**src/hdl/prps_pkg.sv**
```systemverilog
package prps_pkg;
   // park filter: transitions shorter than 150 ns are ignored
   localparam int unsigned PRPS_CLK_MHZ = 125;
   localparam int unsigned PRPS_PARK_FILT_NS = 150;
   localparam int unsigned PRPS_PARK_FILT_CYC = (PRPS_PARK_FILT_NS * PRPS_CLK_MHZ + 999) / 1000;
   // park must finish inside the 40 us the system guarantees
   localparam int unsigned PRPS_PARK_WIN_US = 40;
   localparam int unsigned PRPS_PARK_WIN_CYC = PRPS_PARK_WIN_US * PRPS_CLK_MHZ;
   localparam int unsigned PRPS_CNT_W = 16;
   // plain defaults for steps whose length the device does not fix
   localparam int unsigned PRPS_PLL_LOCK_CYC_DEF = 64;
   localparam int unsigned PRPS_FLASH_LOAD_CYC_DEF = 256;
   localparam int unsigned PRPS_PARK_CYC_DEF = 1000;
   localparam logic [PRPS_CNT_W-1:0] PRPS_CNT_ZERO = 16'h0000;
   localparam logic [PRPS_CNT_W-1:0] PRPS_CNT_ONE = 16'h0001;
   localparam logic [7:0] PRPS_FILT_ZERO = 8'h00;

   typedef enum logic [6:0] {
      PRPS_ST_RESET = 7'h01,
      PRPS_ST_OFF = 7'h02,
      PRPS_ST_PLL = 7'h04,
      PRPS_ST_LOAD = 7'h08,
      PRPS_ST_RUN = 7'h10,
      PRPS_ST_PARK = 7'h20,
      PRPS_ST_PARKED = 7'h40
   } prps_state_t;

   // flash pin group: value plus active-low output enable
   typedef struct packed {
      logic sclk;
      logic sdo;
      logic cs_n;
      logic sclk_oe_n;
      logic sdo_oe_n;
      logic cs_oe_n;
   } prps_flash_pins_t;

   localparam prps_flash_pins_t PRPS_FLASH_HIZ = 6'h3f;
   localparam prps_flash_pins_t PRPS_FLASH_IDLE = 6'h08;
endpackage : prps_pkg

```
**src/hdl/prps_sequencer.sv**
```systemverilog
`timescale 1ns/1ns
// Summary of operation
// - projector_on high: power up, project image
// - projector_on low: power down to microwatt state
// - in reset: outputs inactive, bidirectionals input
// - in reset: led selects, flash pins tri-stated
// - after reset: lock PLL, then load flash
// - reset release makes all pins active
// - after release drive host interrupt high
// - init done drives host interrupt low
// - park warning low parks the mirror array
// - core power lost: io outputs high impedance
// - park input filtered against 150 ns edges
module prps_sequencer
   import prps_pkg::*;
#(
   parameter int unsigned PLL_LOCK_CYC = PRPS_PLL_LOCK_CYC_DEF,
   parameter int unsigned FLASH_LOAD_CYC = PRPS_FLASH_LOAD_CYC_DEF,
   parameter int unsigned PARK_CYC = PRPS_PARK_CYC_DEF
)
(
   input wire logic ref_clk_in,
   input wire logic reset_in,
   input wire logic projector_on_in,
   input wire logic park_warning_n_in,
   input wire logic core_power_good_in,
   input wire logic pll_locked_in,
   output logic host_irq_out,
   output logic host_irq_oe_n_out,
   output logic led_select_0_out,
   output logic led_select_1_out,
   output logic led_select_oe_n_out,
   output prps_flash_pins_t flash_pins_out,
   output logic flash_load_busy_out,
   output logic mirror_park_out,
   output logic projecting_out,
   output logic low_power_out
);

   // reset_in is system_reset_n inverted and synchronised by the pad ring
   logic [1:0] on_sync_reg, on_sync_next;
   logic [1:0] park_sync_reg, park_sync_next;
   logic [1:0] pwr_sync_reg, pwr_sync_next;
   logic [1:0] lock_sync_reg, lock_sync_next;

   // two-flop synchronisers; only stage 1 is read by logic
   always_comb
   begin
      on_sync_next = {on_sync_reg[0], projector_on_in};
      park_sync_next = {park_sync_reg[0], park_warning_n_in};
      pwr_sync_next = {pwr_sync_reg[0], core_power_good_in};
      lock_sync_next = {lock_sync_reg[0], pll_locked_in};
   end

   always_ff @(posedge ref_clk_in)
   begin
      if (reset_in)
      begin
         on_sync_reg <= 2'h0;
         park_sync_reg <= 2'h3;
         pwr_sync_reg <= 2'h0;
         lock_sync_reg <= 2'h0;
      end
      else
      begin
         on_sync_reg <= on_sync_next;
         park_sync_reg <= park_sync_next;
         pwr_sync_reg <= pwr_sync_next;
         lock_sync_reg <= lock_sync_next;
      end
   end

   // park glitch filter: new level must hold PRPS_PARK_FILT_CYC cycles
   logic park_filt_reg, park_filt_next;
   logic [7:0] filt_cnt_reg, filt_cnt_next;

   always_comb
   begin
      park_filt_next = park_filt_reg;
      filt_cnt_next = PRPS_FILT_ZERO;
      if (park_sync_reg[1] != park_filt_reg)
      begin
         filt_cnt_next = filt_cnt_reg + 8'h01;
         if (filt_cnt_reg == 8'(PRPS_PARK_FILT_CYC - 1))
         begin
            park_filt_next = park_sync_reg[1];
            filt_cnt_next = PRPS_FILT_ZERO;
         end
      end
   end

   always_ff @(posedge ref_clk_in)
   begin
      if (reset_in)
      begin
         park_filt_reg <= 1'b1;
         filt_cnt_reg <= PRPS_FILT_ZERO;
      end
      else
      begin
         park_filt_reg <= park_filt_next;
         filt_cnt_reg <= filt_cnt_next;
      end
   end

   // main sequence
   prps_state_t state_reg, state_next;
   logic [PRPS_CNT_W-1:0] cnt_reg, cnt_next;
   logic want_on;
   logic cnt_done;

   assign want_on = on_sync_reg[1] && park_filt_reg;
   assign cnt_done = (cnt_reg == PRPS_CNT_ZERO);

   always_comb
   begin
      state_next = state_reg;
      cnt_next = cnt_done ? PRPS_CNT_ZERO : cnt_reg - PRPS_CNT_ONE;
      unique case (state_reg)
         PRPS_ST_RESET:
         begin
            state_next = PRPS_ST_PLL;
            cnt_next = PRPS_CNT_W'(PLL_LOCK_CYC);
         end
         PRPS_ST_PLL:
            if (cnt_done && lock_sync_reg[1])
            begin
               state_next = PRPS_ST_LOAD;
               cnt_next = PRPS_CNT_W'(FLASH_LOAD_CYC);
            end
         PRPS_ST_LOAD:
            if (cnt_done)
               state_next = want_on ? PRPS_ST_RUN : PRPS_ST_OFF;
         PRPS_ST_OFF:
            if (want_on)
               state_next = PRPS_ST_RUN;
         PRPS_ST_RUN:
            if (!want_on)
            begin
               state_next = PRPS_ST_PARK;
               cnt_next = PRPS_CNT_W'(PARK_CYC);
            end
         PRPS_ST_PARK:
            if (cnt_done)
               state_next = PRPS_ST_PARKED;
         PRPS_ST_PARKED:
            if (want_on)
               state_next = PRPS_ST_RUN;
            else
               state_next = PRPS_ST_OFF;
         default:
            state_next = PRPS_ST_RESET;
      endcase
   end

   always_ff @(posedge ref_clk_in)
   begin
      if (reset_in)
      begin
         state_reg <= PRPS_ST_RESET;
         cnt_reg <= PRPS_CNT_ZERO;
      end
      else
      begin
         state_reg <= state_next;
         cnt_reg <= cnt_next;
      end
   end

   // registered pin drive; irq, led select and flash pins float if core power drops
   logic io_live;
   logic irq_next, irq_oe_n_next, led_oe_n_next, busy_next, park_next, proj_next, lowp_next;
   prps_flash_pins_t flash_next;

   assign io_live = pwr_sync_reg[1] && (state_next != PRPS_ST_RESET);

   always_comb
   begin
      irq_next = 1'b1;
      irq_oe_n_next = !io_live;
      led_oe_n_next = !io_live;
      flash_next = io_live ? PRPS_FLASH_IDLE : PRPS_FLASH_HIZ;
      busy_next = (state_next == PRPS_ST_LOAD);
      park_next = (state_next == PRPS_ST_PARK);
      proj_next = (state_next == PRPS_ST_RUN);
      lowp_next = (state_next == PRPS_ST_OFF);
      if (state_next == PRPS_ST_LOAD)
         flash_next.cs_n = 1'b0;
      if (state_next inside {PRPS_ST_OFF, PRPS_ST_RUN, PRPS_ST_PARK, PRPS_ST_PARKED})
         irq_next = 1'b0;
   end

   always_ff @(posedge ref_clk_in)
   begin
      if (reset_in)
      begin
         host_irq_out <= 1'b1;
         host_irq_oe_n_out <= 1'b1;
         led_select_oe_n_out <= 1'b1;
         flash_pins_out <= PRPS_FLASH_HIZ;
         flash_load_busy_out <= 1'b0;
         mirror_park_out <= 1'b0;
         projecting_out <= 1'b0;
         low_power_out <= 1'b0;
         led_select_0_out <= 1'b0;
         led_select_1_out <= 1'b0;
      end
      else
      begin
         host_irq_out <= irq_next;
         host_irq_oe_n_out <= irq_oe_n_next;
         led_select_oe_n_out <= led_oe_n_next;
         flash_pins_out <= flash_next;
         flash_load_busy_out <= busy_next;
         mirror_park_out <= park_next;
         projecting_out <= proj_next;
         low_power_out <= lowp_next;
         led_select_0_out <= 1'b0;
         led_select_1_out <= 1'b0;
      end
   end

   // helper: cycles the park flag has stood, for the window check
   // margin of 4 covers synchroniser and state latency ahead of the park
   localparam logic [PRPS_CNT_W-1:0] PARK_LIMIT =
      PRPS_CNT_W'(PRPS_PARK_WIN_CYC - PRPS_PARK_FILT_CYC - 4);
   logic [PRPS_CNT_W-1:0] park_len_reg, park_len_next;

   always_comb
   begin
      park_len_next = mirror_park_out ? park_len_reg + PRPS_CNT_ONE : PRPS_CNT_ZERO;
   end

   always_ff @(posedge ref_clk_in)
   begin
      if (reset_in)
         park_len_reg <= PRPS_CNT_ZERO;
      else
         park_len_reg <= park_len_next;
   end
endmodule : prps_sequencer
```
**config.mk**
```make
export PLATFORM = sky130hd
export DESIGN_NAME = prps_sequencer
export DESIGN_NICKNAME = d
export VERILOG_FILES = /design/src/hdl/prps_pkg.sv /design/src/hdl/prps_sequencer.sv
export SDC_FILE = /design/constraint.sdc
export NUM_CORES = 1
export LEC_CHECK = 0
export BUFFER_PORTS_ARGS = -buffer_cell sky130_fd_sc_hd__buf_2
export CAP_MARGIN = 20
export CORE_MARGIN = 5
export CORE_UTILIZATION = 35
export CTS_BUF_LIST = sky130_fd_sc_hd__clkbuf_8
export CTS_CLUSTER_SIZE = 24
export DETAILED_ROUTE_END_ITERATION = 7
export SLEW_MARGIN = 5
export SYNTH_ARGS = -nofsm -noshare
export SYNTH_HDL_FRONTEND = slang
export SYNTH_SLANG_ARGS = --single-unit
```
**constraint.sdc**
```tcl
create_clock -name ref_clk_in -period 4.1 [get_ports ref_clk_in]
set_input_delay 0.205 -clock ref_clk_in [delete_from_list [all_inputs] [get_ports ref_clk_in]]
set_output_delay 0.205 -clock ref_clk_in [all_outputs]
set_load 0.02 [all_outputs]
```
==> results of run 1 <==
-- where the power goes --
part | internal, mW | switching [mW] | total, mW
clock | 0.185 | 0.159 | 0.344
combinational | 0.258 | 0.332 | 0.590
sequential | 0.530 | 0.0715 | 0.602
total | 0.973 | 0.562 | 1.54
-- layout make-up --
| class | instances | area share |
|---|---|---|
| sequential | 47 | 0.4206 |
| tap | 72 | 0.04027 |
| inverter | 5 | 0.008389 |
| timing repair buffer | 18 | 0.04027 |
| multi-input combinational | 158 | 0.4385 |
| clock buffer | 5 | 0.03076 |
| clock inverter | 3 | 0.02125 |
-- cell families (layout without fill, tap and decap cells) --
| group | count (synthesis) | count (layout) | share of synthesized area |
|---|---|---|---|
| AOI/OAI and AO/OA | 25 | 25 | 0.07835 |
| xor gates and xnor gates | 22 | 22 | 0.09500 |
| adders and majority gates | 3 | 3 | 0.01851 |
| buffers and inverters | 20 | 31 | 0.05428 |
| DFF | 47 | 47 | 0.4639 |
| muxes | 3 | 3 | 0.01542 |
| other | 1 | 2 | 0.001849 |
| and+or+nand+nor | 103 | 103 | 0.2727 |
-- how the worst max path moves through the flow --
stage	end	cells past startpoint
finish	host_irq_out	7
global route	host_irq_out	7
CTS	host_irq_out	7
detailed placement	host_irq_out	7
global placement	host_irq_out	7
floorplan	host_irq_out	8
-- critical path, delay by kind of cell (launching register included) --
kind                       cells  cell delay [ps]
AOI/OAI and AO/OA              2              230
adders and majority gates      1              170
buffers and inverters          1               60
DFF                            1              340
and+or+nand+nor                3             1220
-- cells in the mapped netlist, types with 2 or more instances --
cell | instances | share of area
dfxtp_1 | 47 | 0.46
nor2_1 | 27 | 0.050
nand2_1 | 17 | 0.031
xnor2_1 | 11 | 0.048
xor2_1 | 11 | 0.048
a21oi_1 | 9 | 0.022
buf_4 | 9 | 0.033
nor2b_1 | 9 | 0.028
nand3_1 | 8 | 0.020
and3_1 | 6 | 0.019
nor4_1 | 6 | 0.019
clkbuf_1 | 5 | 0.0093
inv_1 | 5 | 0.0093
nor3_1 | 4 | 0.0099
o21ai_0 | 4 | 0.0099
or2_2 | 4 | 0.012
or3_1 | 4 | 0.012
a31oi_1 | 3 | 0.0093
and2_1 | 3 | 0.0093
ha_1 | 3 | 0.019
mux2i_1 | 2 | 0.0099
nand2b_1 | 2 | 0.0062
nand3b_1 | 2 | 0.0074
nand4_1 | 2 | 0.0062
nor3_2 | 2 | 0.0099
or4_1 | 2 | 0.0074
-- through the flow --
stage                     worst slack [ps]  total power, mW
after CTS                             1982            1.553
after global routing                  1795            1.669
final                                 1982            1.536
after global placement                2018            1.200
after floorplan                       2338            1.123
after detailed placement              1984            1.199
-- metal layers --
| layer | wire length [um] | vias up | GRT usage |
|---|---|---|---|
| met3 | 122 | 6 | 0.03170 |
| met1 | 1776 | 648 | 0.1320 |
| met5 | 0 | - | 0 |
| met2 | 1517 | 21 | 0.1542 |
| met4 | 69 | 0 | 0.05612 |
| li1 | - | 776 | - |
==> impl_metrics.ini, run 1 <==
[place]
dp_cells = 300
placed_area_um2 = 2121
io_buffers = 18
hpwl_um = 2511
finalWeightedCongestion = 0.7713

[worst_hold_path]
worstHoldStart = park_warning_n_in
whs_path_depth = 2
worstHoldPathType = in -> reg
min_to = park_sync_reg[0]

[route]
drc = 0
vias_per_cell = 4.711
dr.pass1.iters = 4
drtIter0Drc = 60
drt-total-wl_um = 3485
routedWlPerCell_um = 11.31
drtAntennaViolNets = 0
vias = 1451

[grt]
antenna_found_initial = 0
grt_max_degree = 17
overflow = 0
grt_pass1_vias = 1346
grt_usage = 0.1032
grt_pass1_wl_um = 6023

[critical_path]
crit_top_cell = a31oi_1
cp_slowest_cell = or3b_1
crit_start = cnt_reg[0]
cp.arrival_ps = 2310
max_stage_delay_ps = 530
crit_path_start_kind = register
crit_type = reg -> reg
required_ps = 4290
cp_cell_sequence = inv_1 > ha_1 > nor3b_2 > nand4_1 > or3b_1 > a31oi_1 > a31oi_1
reg2reg_setup_slack_ps = 1980
crit_path_end_kind = register
timing.rr.start = cnt_reg[0]
r2r_cells = 7
r2r-end = host_irq_out
crit_path_max_fanout = 11

[clock_tree]
cts_tree = done
htree_levels = 2
cts.path.max_buffers = 2
numCtsBuffers = 5
cts_hold_buf = 0
cts-root-buf = clkbuf_8
path_clk_slew_ps = 90
numClockSinks = 47
cts_setup_buffers = 0
clk_latency_ps = 300
ctsResizeCount = 0

[yosys]
synthArstFlopShare = 0
syn_area_um2 = 2028
synth_seq_area_share = 0.4639
ys_seq_elements = 47
syn_avg_cell_area_um2 = 9.054
ys.flop_type = dfxtp_1
synth-edff-count = 0
synth_cell_types = 43
yosysWarnings = 0
postSynthCellCount = 224

[job]
cap_viol_max_count = 0

[timing]
finClkSkew_ps = 10.81
drv_slew = 0
finalSetupTns_ps = 0
rsz0062_at_grt = no
clock.fmax_ghz = 0.4721
fin_crit_ps = 2118
whs_ps = 77.56
period_share = 0.5166
hold_viol = 0
setup_viol = 0

[cells_and_area]
fin_cells = 308
largest_reg_flops = 16
n_fill_cell = 560
layout_commonest_cell = dfxtp_1
drive_above_1_share = 0.1441
utilization = 0.4013
multi_input_area_um2 = 980.9
final_nets = 244
final_area_um2 = 2237
area_delta_synth_final_pct = 10.30
final-seq-area_um2 = 940.9
mostFrequentLayoutCells = dfxtp_1, nor2_1, buf_2, nand2_1
diodes = 0

[floorplan]
die_area_um2 = 7418
core_area_um2 = 5574
die_x_um = 86.13
ios = 21
initial_core_util = 0.3639
rows = 27
die_y_um = 86.13

[outcome]
outcome = complete, no violations

[power_and_ir_drop]
leakagePower_nw = 0.8896
ir_drop_mv = 0.2268
power_per_cell_area_nw_per_um2 = 686.4
No activity file was read; power rests on OpenSTA's default activity.
==> run 2, diff against run 1 <==
==> constraint.sdc (replaced) <==
create_clock -name ref_clk_in -period 1.9 [get_ports ref_clk_in]
set_input_delay 0.095 -clock ref_clk_in [delete_from_list [all_inputs] [get_ports ref_clk_in]]
set_output_delay 0.095 -clock ref_clk_in [all_outputs]
set_load 0.02 [all_outputs]
==> run 2 against run 1 <==
Routed wire length is 5.9% higher. Total power is 130% higher. Largest power group is now combinational logic. Combinational power grew to 2.7 times the previous value. Register-to-register slack worse by 1900 ps. Via count is 3.7% higher. Non-clock buffer count is 13 higher. Sequential power is 120% higher. First-iteration DRC count is 5.0% higher. Highest routed layer unchanged. Critical path depth stayed put.
==> impl_metrics.ini, run 2 (synthesis results as in run 1) <==
[timing]
period_share = 0.9335
clock.fmax_ghz = 0.5638
finClkSkew_ps = 10.13
finalSetupTns_ps = 0
whs_ps = 12.50
fin_crit_ps = 1774
worst_slack_ps = 126.4
setup_viol = 0
rsz0062_at_grt = no
hold_viol = 0
drv_slew = 0

[floorplan]
die_x_um = 86.13
rows = 27
core_area_um2 = 5574
ios = 21
initial_core_util = 0.3639
die_y_um = 86.13
die_area_um2 = 7418

[cells_and_area]
diodes = 0
largest_reg_flops = 16
fin_cells = 321
layout_commonest_cell = dfxtp_1
n_fill_cell = 565
final_nets = 257
drive_above_1_share = 0.2088
utilization = 0.4227
mostFrequentLayoutCells = dfxtp_1, nor2_1, buf_2, nand2_1
multi_input_area_um2 = 1012
final-seq-area_um2 = 943.4
area_delta_synth_final_pct = 16.16

[grt]
overflow = 0
grt_pass1_wl_um = 6120
grt_max_degree = 16
grt_use_met3 = 0.02882
grt_usage = 0.1032
antenna_found_initial = 0
busiest_layer = met2
use_met1 = 0.1338
grt_pass1_vias = 1399
grtUsageMet2 = 0.1626

[place]
hpwl_um = 2622
io_buffers = 18
dp_cells = 310
finalWeightedCongestion = 0.7866
pre_cts_ws_ps = 55.51

[critical_path]
crit_path_max_fanout = 5
crit_type = reg -> reg
r2r_cells = 7
crit_path_end_kind = register
required_ps = 2130
cp.arrival_ps = 2000
crit_path_start_kind = register

[route]
drc = 0
vias = 1504
drtAntennaViolNets = 0
drtIter0Drc = 63
vias_per_cell = 4.685
routedWlPerCell_um = 11.50
dr.pass1.iters = 4
drt-total-wl_um = 3692

[clock_tree]
cts.path.max_buffers = 2
path_clk_slew_ps = 90
numClockSinks = 47
cts_tree = done
cts-root-buf = clkbuf_8
numCtsBuffers = 5
htree_levels = 2
clk_latency_ps = 300

[job]
cap_viol_max_count = 0

[worst_hold_path]
whs_path_depth = 2
worstHoldPathType = in -> reg

[outcome]
outcome = complete, no violations

[power_and_ir_drop]
ir_drop_mv = 0.5799
power_per_cell_area_nw_per_um2 = 1505
leakagePower_nw = 0.9434
run 2: metrics by stage:
step           instance area (um2)  total power, mW
4_1_cts                       2315            3.478
3_5_place_dp                  2196            2.815
5_1_grt                       2356            3.849
6_report                      2356            3.547
3_3_place_gp                  2196            2.815
2_1_floorplan                 2032            2.423
run 2: metal layers:
layer	share of wire	routed length (um)	up-vias
met3	0.031	116	4
li1	-	-	800
met1	0.50	1854	680
met4	0.015	55	0
met5	0	0	-
met2	0.45	1665	20
run 2: cell type report:
| type | instances | area share |
|---|---|---|
| multi-input cells | 158 | 0.4296 |
| clock inverters | 2 | 0.006904 |
| flip-flops and latches | 47 | 0.4004 |
| repair buffers | 31 | 0.08178 |
| well taps | 72 | 0.03824 |
| inverters | 5 | 0.007966 |
| clock buffers | 6 | 0.03505 |
run 2: timing repair:
action	in CTS	in global routing
setup buffers	0	1
setup endpoints to repair	0	11
hold buffers	2	0
gates resized for setup	0	9
endpoints found under the hold margin	2	0
run 2: worst paths after layout:
kind / from / endpoint / slack [ps]
max reg2reg: cnt_reg[0] / projecting_out / 130
max: cnt_reg[0] / projecting_out / 130
min: pll_locked_in / lock_sync_reg[0] / 10
min reg2reg: pwr_sync_reg[1] / led_select_oe_n_out / 370
run 2: critical path, cell delays in order, from the launching register on:
cell,delay (ps)
dfxtp_2,340
inv_2,60
ha_4,120
nor3b_4,220
nand4_1,230
or3b_1,450
buf_4,150
a21oi_1,130
run 2: where the power goes:
group	total, mW	internal (mW)	switching (mW)
Combinational	1.61	0.808	0.798
Clock	0.631	0.297	0.334
Sequential	1.31	1.15	0.160
Total	3.55	2.25	1.29
==> run 3, diff against run 2 <==
--- a/config.mk
+++ b/config.mk
@@ -12,6 +12,8 @@
 export CTS_BUF_LIST = sky130_fd_sc_hd__clkbuf_8
 export CTS_CLUSTER_SIZE = 24
 export DETAILED_ROUTE_END_ITERATION = 7
+export PLACE_DENSITY = 0.62
+export SKIP_CTS_REPAIR_TIMING = 1
 export SLEW_MARGIN = 5
 export SYNTH_ARGS = -nofsm -noshare
 export SYNTH_HDL_FRONTEND = slang
==> run 3 against run 2 <==
Die area stayed put. Routed wire length is 2.9% lower. Sequential cell count stayed put. Fmax is 0.60% lower. Via count is 1.1% lower. Cell count is 0.31% lower. Largest power group unchanged. Clock power is 15% higher. Sequential share of layout area is 0.22 points lower. Critical endpoint is now cnt_reg[15].
==> impl_metrics.ini, run 3 (synthesis results as in run 1) <==
[outcome]
outcome = complete, no violations

[floorplan]
initial_core_util = 0.3639
die_x_um = 86.13
die_area_um2 = 7418
rows = 27
ios = 21
die_y_um = 86.13
core_area_um2 = 5574

[grt]
grt_pass1_vias = 1317
grt_pass1_wl_um = 6030
grt_usage = 0.1024
grt_max_degree = 16
overflow = 0
antenna_found_initial = 0

[critical_path]
required_ps = 2100
cp_cell_sequence = buf_4 > or4_1 > nor3_2 > nand2_1 > xor2_1 > nor2_1
max_stage_delay_ps = 580
crit_buf_inv = 1
cp_top_family = simple AND/OR/NAND/NOR gates
crit_path_start_kind = register
cp.arrival_ps = 1980
crit_type = reg -> reg
cp_slowest_cell = or4_1
crit_path_end_kind = register
crit_path_max_fanout = 4

[power_and_ir_drop]
p_switching_mw = 1.282
clock_power_share = 0.204
ir_drop_mv = 0.6742
power_per_cell_area_nw_per_um2 = 1502
p_int_mw = 2.272
p_sw_frac = 0.3608
finalPower_mw = 3.554
pwr-share-seq = 0.368
leakagePower_nw = 0.9531
power_frac_comb = 0.428

[cells_and_area]
utilization = 0.4245
final_nets = 256
drive_above_1_share = 0.2056
diodes = 0
n_fill_cell = 547
layout_commonest_cell = dfxtp_1
final_area_um2 = 2366
largest_reg_flops = 16
fin_cells = 320
mostFrequentLayoutCells = dfxtp_1, nor2_1, buf_2, nand2_1
area_delta_synth_final_pct = 16.66

[timing]
clock.fmax_ghz = 0.5604
drv_slew = 0
whs_ps = 2.036
tightest_slew_ps = 509.7
setup_viol = 0
max_slew_margin = 0.6571
hold_viol = 0
fin_crit_ps = 1784
period_share = 0.9391
finClkSkew_ps = 7.189

[route]
vias = 1487
drt-total-wl_um = 3586
drtIter0Drc = 38
drtAntennaViolNets = 0
dr.pass1.iters = 4
drc = 0
vias_per_cell = 4.647
routedWlPerCell_um = 11.21

[clock_tree]
cts-root-buf = clkbuf_8
clk_latency_ps = 300
cts.path.max_buffers = 2
numClockSinks = 47
path_clk_slew_ps = 80
numCtsBuffers = 5
htree_levels = 2
cts_tree = done

[job]
cap_viol_max_count = 0

[place]
hpwl_um = 2593
finalWeightedCongestion = 0.8452
dp_cells = 309
io_buffers = 18
placed_area_um2 = 2188

[worst_hold_path]
worstHoldPathType = in -> reg
==> run 3: power by group through the flow <==
stage                     registers [mW]  logic, mW  clock network, mW
after floorplan                     1.29       1.13                  0
after global placement              1.31       1.38                  0
after detailed placement            1.31       1.39                  0
after CTS                           1.29       1.41              0.748
after global routing                1.34       1.69              0.792
final                               1.31       1.52              0.724
==> run 3: routing by layer <==
layer	global-route usage	vias to the layer above	wire length, um
li1	-	797	-
met1	0.1338	666	1802
met2	0.1556	19	1569
met3	0.02882	5	138
met4	0.04748	0	77
met5	0	-	0
==> run 3: path summary, 6_finish.rpt <==
check	start	endpoint	slack, ps	cells after the start
worst min-delay path	projector_on_in	on_sync_reg[0]	2	2
worst max-delay path	cnt_reg[5]	cnt_reg[15]	120	6
worst min register to register	pwr_sync_reg[1]	led_select_oe_n_out	370	1
worst max register to register	cnt_reg[5]	cnt_reg[15]	120	6
==> run 3: through the flow <==
stage | setup TNS (ps) | worst slack (ps)
after floorplan | 0 | 138.4
final | 0 | 115.7
after global placement | 0 | 77.33
after CTS | 0 | 4.564
after global routing | -0.8036 | -0.8036
after detailed placement | 0 | 4.023
==> run 3: layout make-up <==
cell class              count  area [um2]  area share
clock buffers               5       68.82     0.02909
well taps                  72       90.09     0.03808
flip-flops and latches     47       942.2      0.3982
repair buffers             30       185.2     0.07827
clock inverters             3       43.79     0.01851
inverters                   5       18.77    0.007932
multi-input cells         158        1017      0.4299
==> run 3: worst reg2reg max path: stages, from the launching register on <==
cell	delay, ps
dfxtp_1	330
buf_4	150
or4_1	580
nor3_2	310
nand2_1	120
xor2_1	150
nor2_1	50
